==> config.mk <==
export PLATFORM = sky130hd
export DESIGN_NAME = aca_reply_lockout
export DESIGN_NICKNAME = d
export VERILOG_FILES = /design/src/core/aca_pkg.sv /design/src/core/aca_reply_lockout.sv /design/src/core/aca_lock_timer.sv
export SDC_FILE = /design/constraint.sdc
export NUM_CORES = 1
export LEC_CHECK = 0
export BUFFER_PORTS_ARGS = -buffer_cell sky130_fd_sc_hd__buf_4
export CAP_MARGIN = 10
export CORE_MARGIN = 5
export CORE_UTILIZATION = 54
export CTS_CLUSTER_DIAMETER = 50
export DETAILED_ROUTE_END_ITERATION = 16
export HOLD_SLACK_MARGIN = 0.03
export PLACE_DENSITY = 0.77
export SLEW_MARGIN = 0
export SYNTH_ARGS = -nofsm -noshare
export SYNTH_HDL_FRONTEND = slang
export SYNTH_SLANG_ARGS = --single-unit
export TNS_END_PERCENT = 30
==> constraint.sdc <==
create_clock -name ref_clk -period 11.51 [get_ports ref_clk]
set_input_delay 1.151 -clock ref_clk [delete_from_list [all_inputs] [get_ports ref_clk]]
set_output_delay 1.151 -clock ref_clk [all_outputs]
set_load 0.01 [all_outputs]
==> src/core/aca_pkg.sv <==
// Constants, register map and types shared by the all-call reply lockout block
package aca_pkg;
   // Time base: clock period, lockout tick period and lockout length
   localparam int CLK_PERIOD_NS = 50;
   localparam int TICK_PERIOD_US = 1000;
   localparam int LOCKOUT_S = 18;
   localparam int TICK_CYCLES = TICK_PERIOD_US * 1000 / CLK_PERIOD_NS;
   localparam int LOCKOUT_TICKS = LOCKOUT_S * 1000000 / TICK_PERIOD_US;
   localparam int TIMER_W = 15;
   localparam int NUM_TIMERS = 16;
   localparam int NONSEL_IDX = 0;

   ////////////////////////////////////////////////////////////////////////////
   // Interrogation and reply field codes
   localparam logic [4:0] UF_SURV_ALT = 5'h04;
   localparam logic [4:0] UF_SURV_ID = 5'h05;
   localparam logic [4:0] UF_COMMA_ALT = 5'h14;
   localparam logic [4:0] UF_COMMA_ID = 5'h15;
   localparam logic [4:0] UF_ALLCALL = 5'h0b;
   localparam logic [4:0] DF_ALLCALL = 5'h0b;
   localparam logic [2:0] PC_NONSEL_LOCK = 3'h1;
   localparam logic [2:0] DI_MULTISITE = 3'h1;
   localparam logic [2:0] DI_EXT_READOUT = 3'h7;
   localparam int SD_IIS_MSB = 15;
   localparam int SD_IIS_LSB = 12;
   localparam int SD_LOS_BIT = 11;
   localparam logic [3:0] PR_MAX_STEP = 4'h4;
   localparam logic [3:0] PR_OVR_BASE = 4'h8;
   localparam logic [3:0] PR_OVR_MAX = 4'hc;

   ////////////////////////////////////////////////////////////////////////////
   // Register map, fields and reset values
   localparam int REG_ADDR_W = 4;
   localparam logic [3:0] REG_OWN_ADDR = 4'h0;
   localparam logic [3:0] REG_CTRL = 4'h4;
   localparam logic [3:0] REG_LOCK_STAT = 4'h8;
   localparam logic [3:0] REG_REPLY_CNT = 4'hc;
   localparam int CTRL_CA_LSB = 0;
   localparam int CTRL_CA_MSB = 2;
   localparam int CTRL_EN_BIT = 3;
   localparam logic [23:0] OWN_ADDR_RESET = 24'h000000;
   localparam logic [2:0] CA_RESET = 3'h0;
   localparam logic EN_RESET = 1'b1;

   // Random source
   localparam logic [15:0] LFSR_SEED = 16'hace1;
   localparam logic [15:0] LFSR_TAPS = 16'hb400;

   typedef enum logic {STG_IDLE, STG_ENCODE} aca_stage_t;
endpackage

==> src/core/aca_reply_lockout.sv <==
// All-call reply decision with sixteen lockout timers and site address encoding
//
// How it works
// Surveillance or Comm-A with protocol code 1 sets the non-selective lockout.
// Non-selective lockout lasts about 18 seconds, then lapses unless renewed.
// Ground sensor renews each lockout every antenna scan.
// Site acquisition uses format 11; its identity field holds the site address.
// Site addresses 1..15 are selective; zero means non-selective interrogation.
// Answer format 11 only when not locked out to that site.
// Sixteen independent timers: fifteen sites plus one non-selective.
// Encoding address is the 4-bit site address zero-filled to 24 bits.
// Parity field is encoded with that derived address, like own address.
// Parity field is address XOR parity bits over preceding reply bits.
// Reply carries 3-bit capability and 24-bit own address ahead of parity.
// First four designator bits are the site address, whatever the code.
// Designator code 1 or 7 with lockout bit 1 sets that site's lockout.
// Each site lockout lasts about 18 seconds unless renewed.
// Answer Mode S-only all-call, never the short fourth pulse all-call.
// Probability codes 0..4 mean 1, 1/2, 1/4, 1/8, 1/16.
// For codes 0..4 an active applicable lockout always suppresses the reply.
// Without lockout, reply only when the random draw meets the probability.
// Codes 8..12 give the same probabilities but ignore lockout.
// Multisite sensor decodes replies with its own identity as address.
// Initial acquisition: 4-6 all-calls per dwell, probability raised over scans.
// Three or more correlated garbled replies lead to probability 1/2 next scan.
// Timers reload fully on set or renewal and count down on a slow tick.
// Draw is low four bits of a free-running LFSR against a code threshold.
//
// Local design decisions: the strobed register port and the register addresses.
`timescale 1ns/1ps
`default_nettype none
module aca_reply_lockout #(
   parameter int TICK_CYC = aca_pkg::TICK_CYCLES,
   parameter int LOCK_TICKS = aca_pkg::LOCKOUT_TICKS
) (
   input wire logic ref_clk,
   input wire logic rst_n,
   // Register port
   input wire logic [aca_pkg::REG_ADDR_W-1:0] reg_addr,
   input wire logic [31:0] reg_wdata,
   input wire logic reg_wr,
   input wire logic reg_rd,
   output logic [31:0] reg_rdata,
   // Decoded interrogation, one-cycle strobe from the uplink decoder
   input wire logic ifc_valid,
   input wire logic [4:0] ifc_uf,
   input wire logic ifc_short_p4,
   input wire logic [2:0] ifc_pc,
   input wire logic [2:0] ifc_di,
   input wire logic [15:0] ifc_sd,
   input wire logic [3:0] ifc_pr,
   input wire logic [3:0] ifc_ii,
   // All-call reply towards the encoder and the external parity generator
   output logic [31:0] reply_data,
   input wire logic [23:0] parity_in,
   output logic reply_valid,
   output logic [23:0] reply_pi
);
   import aca_pkg::*;

   localparam int TICK_W = $clog2(TICK_CYC + 1);

   generate
      if (TICK_CYC < 1 || LOCK_TICKS < 1) begin : g_bad_time
         $error("tick and lockout counts must be at least one");
      end
   endgenerate

   // All sixteen timers share one width, so the lockout count must fit it
   generate
      if (LOCK_TICKS >= (1 << TIMER_W)) begin : g_bad_span
         $error("lockout count does not fit the timer width");
      end
   endgenerate

   ////////////////////////////////////////////////////////////////////////////
   // Reset release
   // Release is synchronised so every flop on rst_i_n leaves reset on the same edge
   logic rst_meta_q;
   logic rst_sync_q;

   always_ff @(posedge ref_clk or negedge rst_n) begin
      if (!rst_n) begin
         rst_meta_q <= 1'b0;
         rst_sync_q <= 1'b0;
      end else begin
         rst_meta_q <= 1'b1;
         rst_sync_q <= rst_meta_q;
      end
   end

   wire logic rst_i_n = rst_sync_q;

   ////////////////////////////////////////////////////////////////////////////
   // Slow time base for the lockout timers
   logic [TICK_W-1:0] div_q;
   logic tick_q;

   always_ff @(posedge ref_clk or negedge rst_i_n) begin
      if (!rst_i_n) begin
         div_q <= '0;
         tick_q <= 1'b0;
      end else if (div_q == TICK_W'(TICK_CYC - 1)) begin
         div_q <= '0;
         tick_q <= 1'b1;
      end else begin
         div_q <= div_q + 1'b1;
         tick_q <= 1'b0;
      end
   end

   ////////////////////////////////////////////////////////////////////////////
   // Registers
   logic [23:0] own_addr_q;
   logic [2:0] ca_q;
   logic en_q;
   logic [15:0] reply_cnt_q;
   logic [NUM_TIMERS-1:0] lock_act;

   always_ff @(posedge ref_clk or negedge rst_i_n) begin
      if (!rst_i_n) begin
         own_addr_q <= OWN_ADDR_RESET;
         ca_q <= CA_RESET;
         en_q <= EN_RESET;
      end else if (reg_wr) begin
         if (reg_addr == REG_OWN_ADDR) begin
            own_addr_q <= reg_wdata[23:0];
         end
         if (reg_addr == REG_CTRL) begin
            ca_q <= reg_wdata[CTRL_CA_MSB:CTRL_CA_LSB];
            en_q <= reg_wdata[CTRL_EN_BIT];
         end
      end
   end

   // Unmapped addresses read as zero
   always_ff @(posedge ref_clk or negedge rst_i_n) begin
      if (!rst_i_n) begin
         reg_rdata <= 32'h0;
      end else if (reg_rd) begin
         unique case (reg_addr)
            REG_OWN_ADDR: reg_rdata <= {8'h0, own_addr_q};
            REG_CTRL: reg_rdata <= {28'h0, en_q, ca_q};
            REG_LOCK_STAT: reg_rdata <= {16'h0, lock_act};
            REG_REPLY_CNT: reg_rdata <= {16'h0, reply_cnt_q};
            default: reg_rdata <= 32'h0;
         endcase
      end else begin
         reg_rdata <= 32'h0;
      end
   end

   ////////////////////////////////////////////////////////////////////////////
   // Lockout commands
   wire logic surv_uf = (ifc_uf == UF_SURV_ALT) || (ifc_uf == UF_SURV_ID) ||
      (ifc_uf == UF_COMMA_ALT) || (ifc_uf == UF_COMMA_ID);
   wire logic [3:0] iis = ifc_sd[SD_IIS_MSB:SD_IIS_LSB];
   wire logic nonsel_set = ifc_valid && surv_uf && ifc_pc == PC_NONSEL_LOCK;
   wire logic di_lock = (ifc_di == DI_MULTISITE) || (ifc_di == DI_EXT_READOUT);
   // Site zero is the non-selective index, so a zero site field never locks anything
   wire logic site_set = ifc_valid && surv_uf && ifc_sd[SD_LOS_BIT] && di_lock &&
      iis != 4'h0;
   logic [NUM_TIMERS-1:0] lock_load;

   always_comb begin
      lock_load = '0;
      lock_load[NONSEL_IDX] = nonsel_set;
      if (site_set) begin
         lock_load[iis] = 1'b1;
      end
   end

   // Index 0 is the non-selective timer, 1..15 follow the site address
   genvar gi;
   generate
      for (gi = 0; gi < NUM_TIMERS; gi++) begin : g_timer
         aca_lock_timer #(
            .W(TIMER_W),
            .LOAD(LOCK_TICKS)
         ) u_timer (
            .clk(ref_clk),
            .rst_n(rst_i_n),
            .tick(tick_q),
            .load(lock_load[gi]),
            .active(lock_act[gi])
         );
      end
   endgenerate

   ////////////////////////////////////////////////////////////////////////////
   // Random source, free running so the draw is independent of arrival time
   logic [15:0] lfsr_q;

   always_ff @(posedge ref_clk or negedge rst_i_n) begin
      if (!rst_i_n) begin
         lfsr_q <= LFSR_SEED;
      end else if (lfsr_q[0]) begin
         lfsr_q <= (lfsr_q >> 1) ^ LFSR_TAPS;
      end else begin
         lfsr_q <= lfsr_q >> 1;
      end
   end

   ////////////////////////////////////////////////////////////////////////////
   // Reply decision
   wire logic allcall = ifc_valid && ifc_uf == UF_ALLCALL && !ifc_short_p4;
   // Site zero reads the non-selective timer, so one lookup serves both cases
   wire logic lock_hit = lock_act[ifc_ii];
   wire logic pr_plain = ifc_pr <= PR_MAX_STEP;
   wire logic pr_ovr = ifc_pr >= PR_OVR_BASE && ifc_pr <= PR_OVR_MAX;
   wire logic [2:0] pr_step = pr_plain ? ifc_pr[2:0] : 3'(ifc_pr - PR_OVR_BASE);
   // Threshold is 16 >> step, so code 0 always passes and code 4 passes 1 in 16
   wire logic [4:0] pr_limit = 5'h10 >> pr_step;
   wire logic draw_ok = {1'b0, lfsr_q[3:0]} < pr_limit;
   // Codes 5..7 and 13..15 are undefined and get no reply
   wire logic go = allcall && en_q && draw_ok &&
      ((pr_plain && !lock_hit) || pr_ovr);

   aca_stage_t stage_q;
   logic [23:0] enc_addr_q;

   always_ff @(posedge ref_clk or negedge rst_i_n) begin
      if (!rst_i_n) begin
         stage_q <= STG_IDLE;
      end else begin
         unique case (stage_q)
            STG_IDLE: stage_q <= go ? STG_ENCODE : STG_IDLE;
            STG_ENCODE: stage_q <= go ? STG_ENCODE : STG_IDLE;
         endcase
      end
   end

   // Data bits ahead of parity; the parity generator reads them back as parity_in
   always_ff @(posedge ref_clk or negedge rst_i_n) begin
      if (!rst_i_n) begin
         reply_data <= 32'h0;
         enc_addr_q <= 24'h0;
      end else if (go) begin
         reply_data <= {DF_ALLCALL, ca_q, own_addr_q};
         enc_addr_q <= {20'h0, ifc_ii};
      end
   end

   always_ff @(posedge ref_clk or negedge rst_i_n) begin
      if (!rst_i_n) begin
         reply_valid <= 1'b0;
         reply_pi <= 24'h0;
      end else begin
         reply_valid <= (stage_q == STG_ENCODE);
         if (stage_q == STG_ENCODE) begin
            reply_pi <= parity_in ^ enc_addr_q;
         end
      end
   end

   // Wraps silently; software takes differences between two reads
   always_ff @(posedge ref_clk or negedge rst_i_n) begin
      if (!rst_i_n) begin
         reply_cnt_q <= 16'h0;
      end else if (stage_q == STG_ENCODE) begin
         reply_cnt_q <= reply_cnt_q + 1'b1;
      end
   end

   wire logic pr_bad = (ifc_pr > PR_MAX_STEP && ifc_pr < PR_OVR_BASE) || ifc_pr > PR_OVR_MAX;

   // Check-only age of each timer since its last load, saturating so it never wraps
   localparam logic [31:0] AGE_HOLD = 32'((LOCK_TICKS - 1) * TICK_CYC);
   localparam logic [31:0] AGE_DONE = 32'(LOCK_TICKS * TICK_CYC);

   generate
      for (gi = 0; gi < NUM_TIMERS; gi++) begin : g_age
         logic [31:0] age_q;

         always_ff @(posedge ref_clk or negedge rst_i_n) begin
            if (!rst_i_n) begin
               age_q <= '1;
            end else if (lock_load[gi]) begin
               age_q <= 32'h0;
            end else if (age_q != '1) begin
               age_q <= age_q + 1'b1;
            end
         end

      end
   endgenerate
endmodule // aca_reply_lockout
`default_nettype wire

==> src/core/aca_lock_timer.sv <==
// One lockout timer: reload on set, count down on each time-base tick
`timescale 1ns/1ps
`default_nettype none
module aca_lock_timer #(
   parameter int W = 15,
   parameter int LOAD = 18000
) (
   input wire logic clk,
   input wire logic rst_n,
   input wire logic tick,
   input wire logic load,
   output logic active
);
   logic [W-1:0] cnt_q;

   generate
      if (LOAD < 1 || LOAD >= (1 << W)) begin : g_bad_load
         $error("lock timer load does not fit its counter");
      end
   endgenerate

   // Load wins over a tick in the same cycle so a renewal is never lost
   always_ff @(posedge clk or negedge rst_n) begin
      if (!rst_n) begin
         cnt_q <= '0;
      end else if (load) begin
         cnt_q <= W'(LOAD);
      end else if (tick && cnt_q != '0) begin
         cnt_q <= cnt_q - 1'b1;
      end
   end

   assign active = (cnt_q != '0);
endmodule // aca_lock_timer
`default_nettype wire

==> impl_metrics.csv <==
group,metric,value,unit
synth,netlist_instances,1775,
synth,synth.top_cell.area_share,52.0,%
sta,fin_crit,3360,ps
synth,mappedNetlistArea,0.0188,mm^2
detailed_routing,detailedRoute.firstPassIterationCount,5,
detailed_routing,wirelength,41800,um
synth,synth-seq-cells,400,
die,fp.dieW,197,um
power,power.total,3080,uW
sta,timing.setup.tns,0,ps
global_routing,track_usage,21.4,%
detailed_routing,routedWlPerCell,17.1,um
global_routing,grt_max_degree,187,
clock_tree,clk_pin_slew,60,ps
placed_design,dp_hpwl,28900,um
sta,final_hold_viol_count,0,
sta,fin_crit_sh,29.2,%
layout,nNetsFinal,2093,
die,start_util,54.6,%
layout,multi_input_area,0.00840,mm^2
clock_tree,cts_root_buf,"clkbuf_16",
layout,layoutNonFillerInstCount,2442,
synth,yosys-top-cells-area,"dfrtp_1 52%, xnor2_1 6.5%, nor2_1 4.9%",
synth,post-synth-top-area-cell,"dfrtp_1",
synth,ys.flop_type,"dfrtp_1",
synth,synth_seq_area_share,53.2,%
critical_path,critPathMaxStageDelay,530,ps
clock_tree,clock_sinks,400,
power,ir_worst_vdd,0.127,mV
sta,max_slew_margin,27.6,%
sta,rsz0062_at_grt,"no",
die,fp-row-count,68,
global_routing,antenna_found_initial,5,
placed_design,pre_cts_slack,7580,ps
synth,synth_edf_count,0,
critical_path,worstPathArrival,3780,ps
sta,drv_slew,0,
placed_design,numPlacedInstances,2364,
clock_tree,clkLatencyLatePin,550,ps
layout,n_fill_cell,2593,
layout,fin_util,63.8,%
clock_tree,clockBufferDepth,3,
critical_path,crit_chain,"buf_4 -> or3b_2 -> ha_1 -> o21ai_0 -> nand2b_1 -> a21oi_1 -> and2b_2 -> o2111ai_4 -> buf_4 -> mux2_2",
critical_path,cpMaxStageDelayCell,"buf_4",
sta,finalSetupViolations,0,
synth,synth_commonest_cells,"391 x dfrtp_1, 244 x nor2_1, 144 x nand2_1",
die,ios,190,
critical_path,cp.required,11940,ps
detailed_routing,drt_iter0_drc,769,
clock_tree,htreeDepth,2,
die,die_h,197,um
synth,avgSynthCellArea,10.6,um^2
detailed_routing,ant_nets,0,
die,dieArea,0.0387,mm^2
layout,area_delta_synth_final,16.8,%
sta,setup_slack,8150,ps
detailed_routing,dr_total_vias,13800,
die,core,0.0345,mm^2
placed_design,place.gp.congestion,0.837,
clock_tree,tritoncts.num_buffers,43,
clock_tree,ctsResizeCount,0,
critical_path,path_class,"input port to flip-flop",
min_path,min_path_type,"flip-flop to asynchronous set/reset pin",
layout,drive_gt1_share,18.7,%
global_routing,grt_pass1_vias,14000,
clock_tree,post-cts-setup-buffers,0,
critical_path,cp_common_cell,"buf_4",
synth,ys_warn_count,0,
status,status,"finished, final reports clean",
detailed_routing,route.detailed.drc,0,
flow_run,cap_viol_max_count,0,
placed_design,port_buffers,160,
power,leakage,0.00912,uW
critical_path,setup.worst_path.end_class,"flip-flop",
sta,skew,28.3,ps
sta,worst_slew_pin_slew,1080,ps
synth,synth.distinct_cells,72,
synth,async_reset_ff_share,100,%
clock_tree,cts_hold_buf,0,
critical_path,crit_path_start_kind,"input port",
sta,max_freq,0.298,GHz
global_routing,overflow,0,
layout,ff_latch_area,0.0100,mm^2
detailed_routing,avgViaCountPerCell,5.64,
clock_tree,cts_tree,"yes",
global_routing,grt_pass1_wl,68900,um
synth,post-synth-top-count-cell,"dfrtp_1",
critical_path,cp_max_fo,26,
power,pwr_density_cell,140,mW/mm^2
[flip-flops by register name (all words and copies together), names as in the netlist, 4 cells and up]
name and count:
g_timer.u_timer.cnt_q 240, reply_data 28, own_addr_q 24, reg_rdata 24, reply_pi 24, lfsr_q 16, reply_cnt_q 16, div_q 15
enc_addr_q 4
[cell families after synthesis]
| group | synth area share (%) |
|---|---|
| simple gates | 20.5 |
| fa+ha+maj | 2.46 |
| mux | 6.29 |
| compound gates | 5.56 |
| flops | 53.2 |
| buf+inv | 2.37 |
| other cells | 0.0399 |
| xor+xnor | 9.54 |
[per-stage QoR]
stage / instance area, um^2 / hold slack [ps]
finish: 22000 / 180
global route: 22000 / 198
CTS: 22000 / 190
detailed placement: 20500 / 188
global placement: 20500 / 181
floorplan: 18900 / 331
[cell type report]
cell class	count	share of cell area [%]
clock inverters	19	1.01
diodes	1	0.0114
inverters	44	0.751
repair buffers	180	6.19
flip-flops and latches	400	45.6
multi-input cells	1286	38.2
clock buffers	57	5.68
well taps	455	2.59
[report_power, final]
group	leakage, uW	switching (uW)	internal, uW
Combinational	0.00387	86.7	79.1
Sequential	0.00452	46.0	1460
Clock	0.000725	557	853
Total	0.00912	690	2390
[placed cells by master (no fill, tap or decap), types with 10 or more instances in the layout]
cell type and count:
nor3b_1 12, or3_1 45, a211oi_1 18, nor3_1 74
mux2_2 52, nand4_1 20, and2_1 14, inv_1 44
conb_1 11, dfrtp_1 390, a21oi_1 63, o21ai_0 48
or4_1 18, nand2b_1 13, clkbuf_16 44, buf_4 178
nor2_1 244, xor2_1 66, clkbuf_8 10, xnor2_1 139
mux2i_1 11, nand3_1 45, nand2_1 144, nor4_1 62
ha_1 37, and3_1 15, mux2_4 28
[worst paths after layout]
check | end | slack, ps | start | depth (start not counted)
max | reply_data[1] | 8150 | ifc_pr[0] | 10
min | g_timer[1].u_timer.cnt_q[12] | 180 | rst_i_n | 0
max reg2reg | enc_addr_q[2] | 8210 | g_timer[1].u_timer.cnt_q[0] | 10
min reg2reg | g_timer[1].u_timer.cnt_q[12] | 180 | rst_i_n | 0
max in group asynchronous | own_addr_q[12] | 9420 | rst_i_n | 2
min in group ref_clk | rst_i_n | 350 | rst_meta_q | 0
[per-layer routing]
metal / routed length [um] / vias up / part of all wire, % / GRT usage [%]
met2: 19800 / 357 / 47 / 35.6
met4: 1380 / 6 / 3.3 / 7.47
met1: 18100 / 6783 / 43 / 28.2
li1: - / 6528 / - / -
met3: 2550 / 96 / 6.1 / 4.12
met5: 42 / - / 0.10 / 0
[worst max-delay path: cells and delay by family]
kind	cells	cell delay, ps
buffers and inverters	2	650
and+or+nand+nor	3	750
muxes	1	390
adders and majority gates	1	280
AOI/OAI and AO/OA	3	540
(Power assumes the default switching activity.)
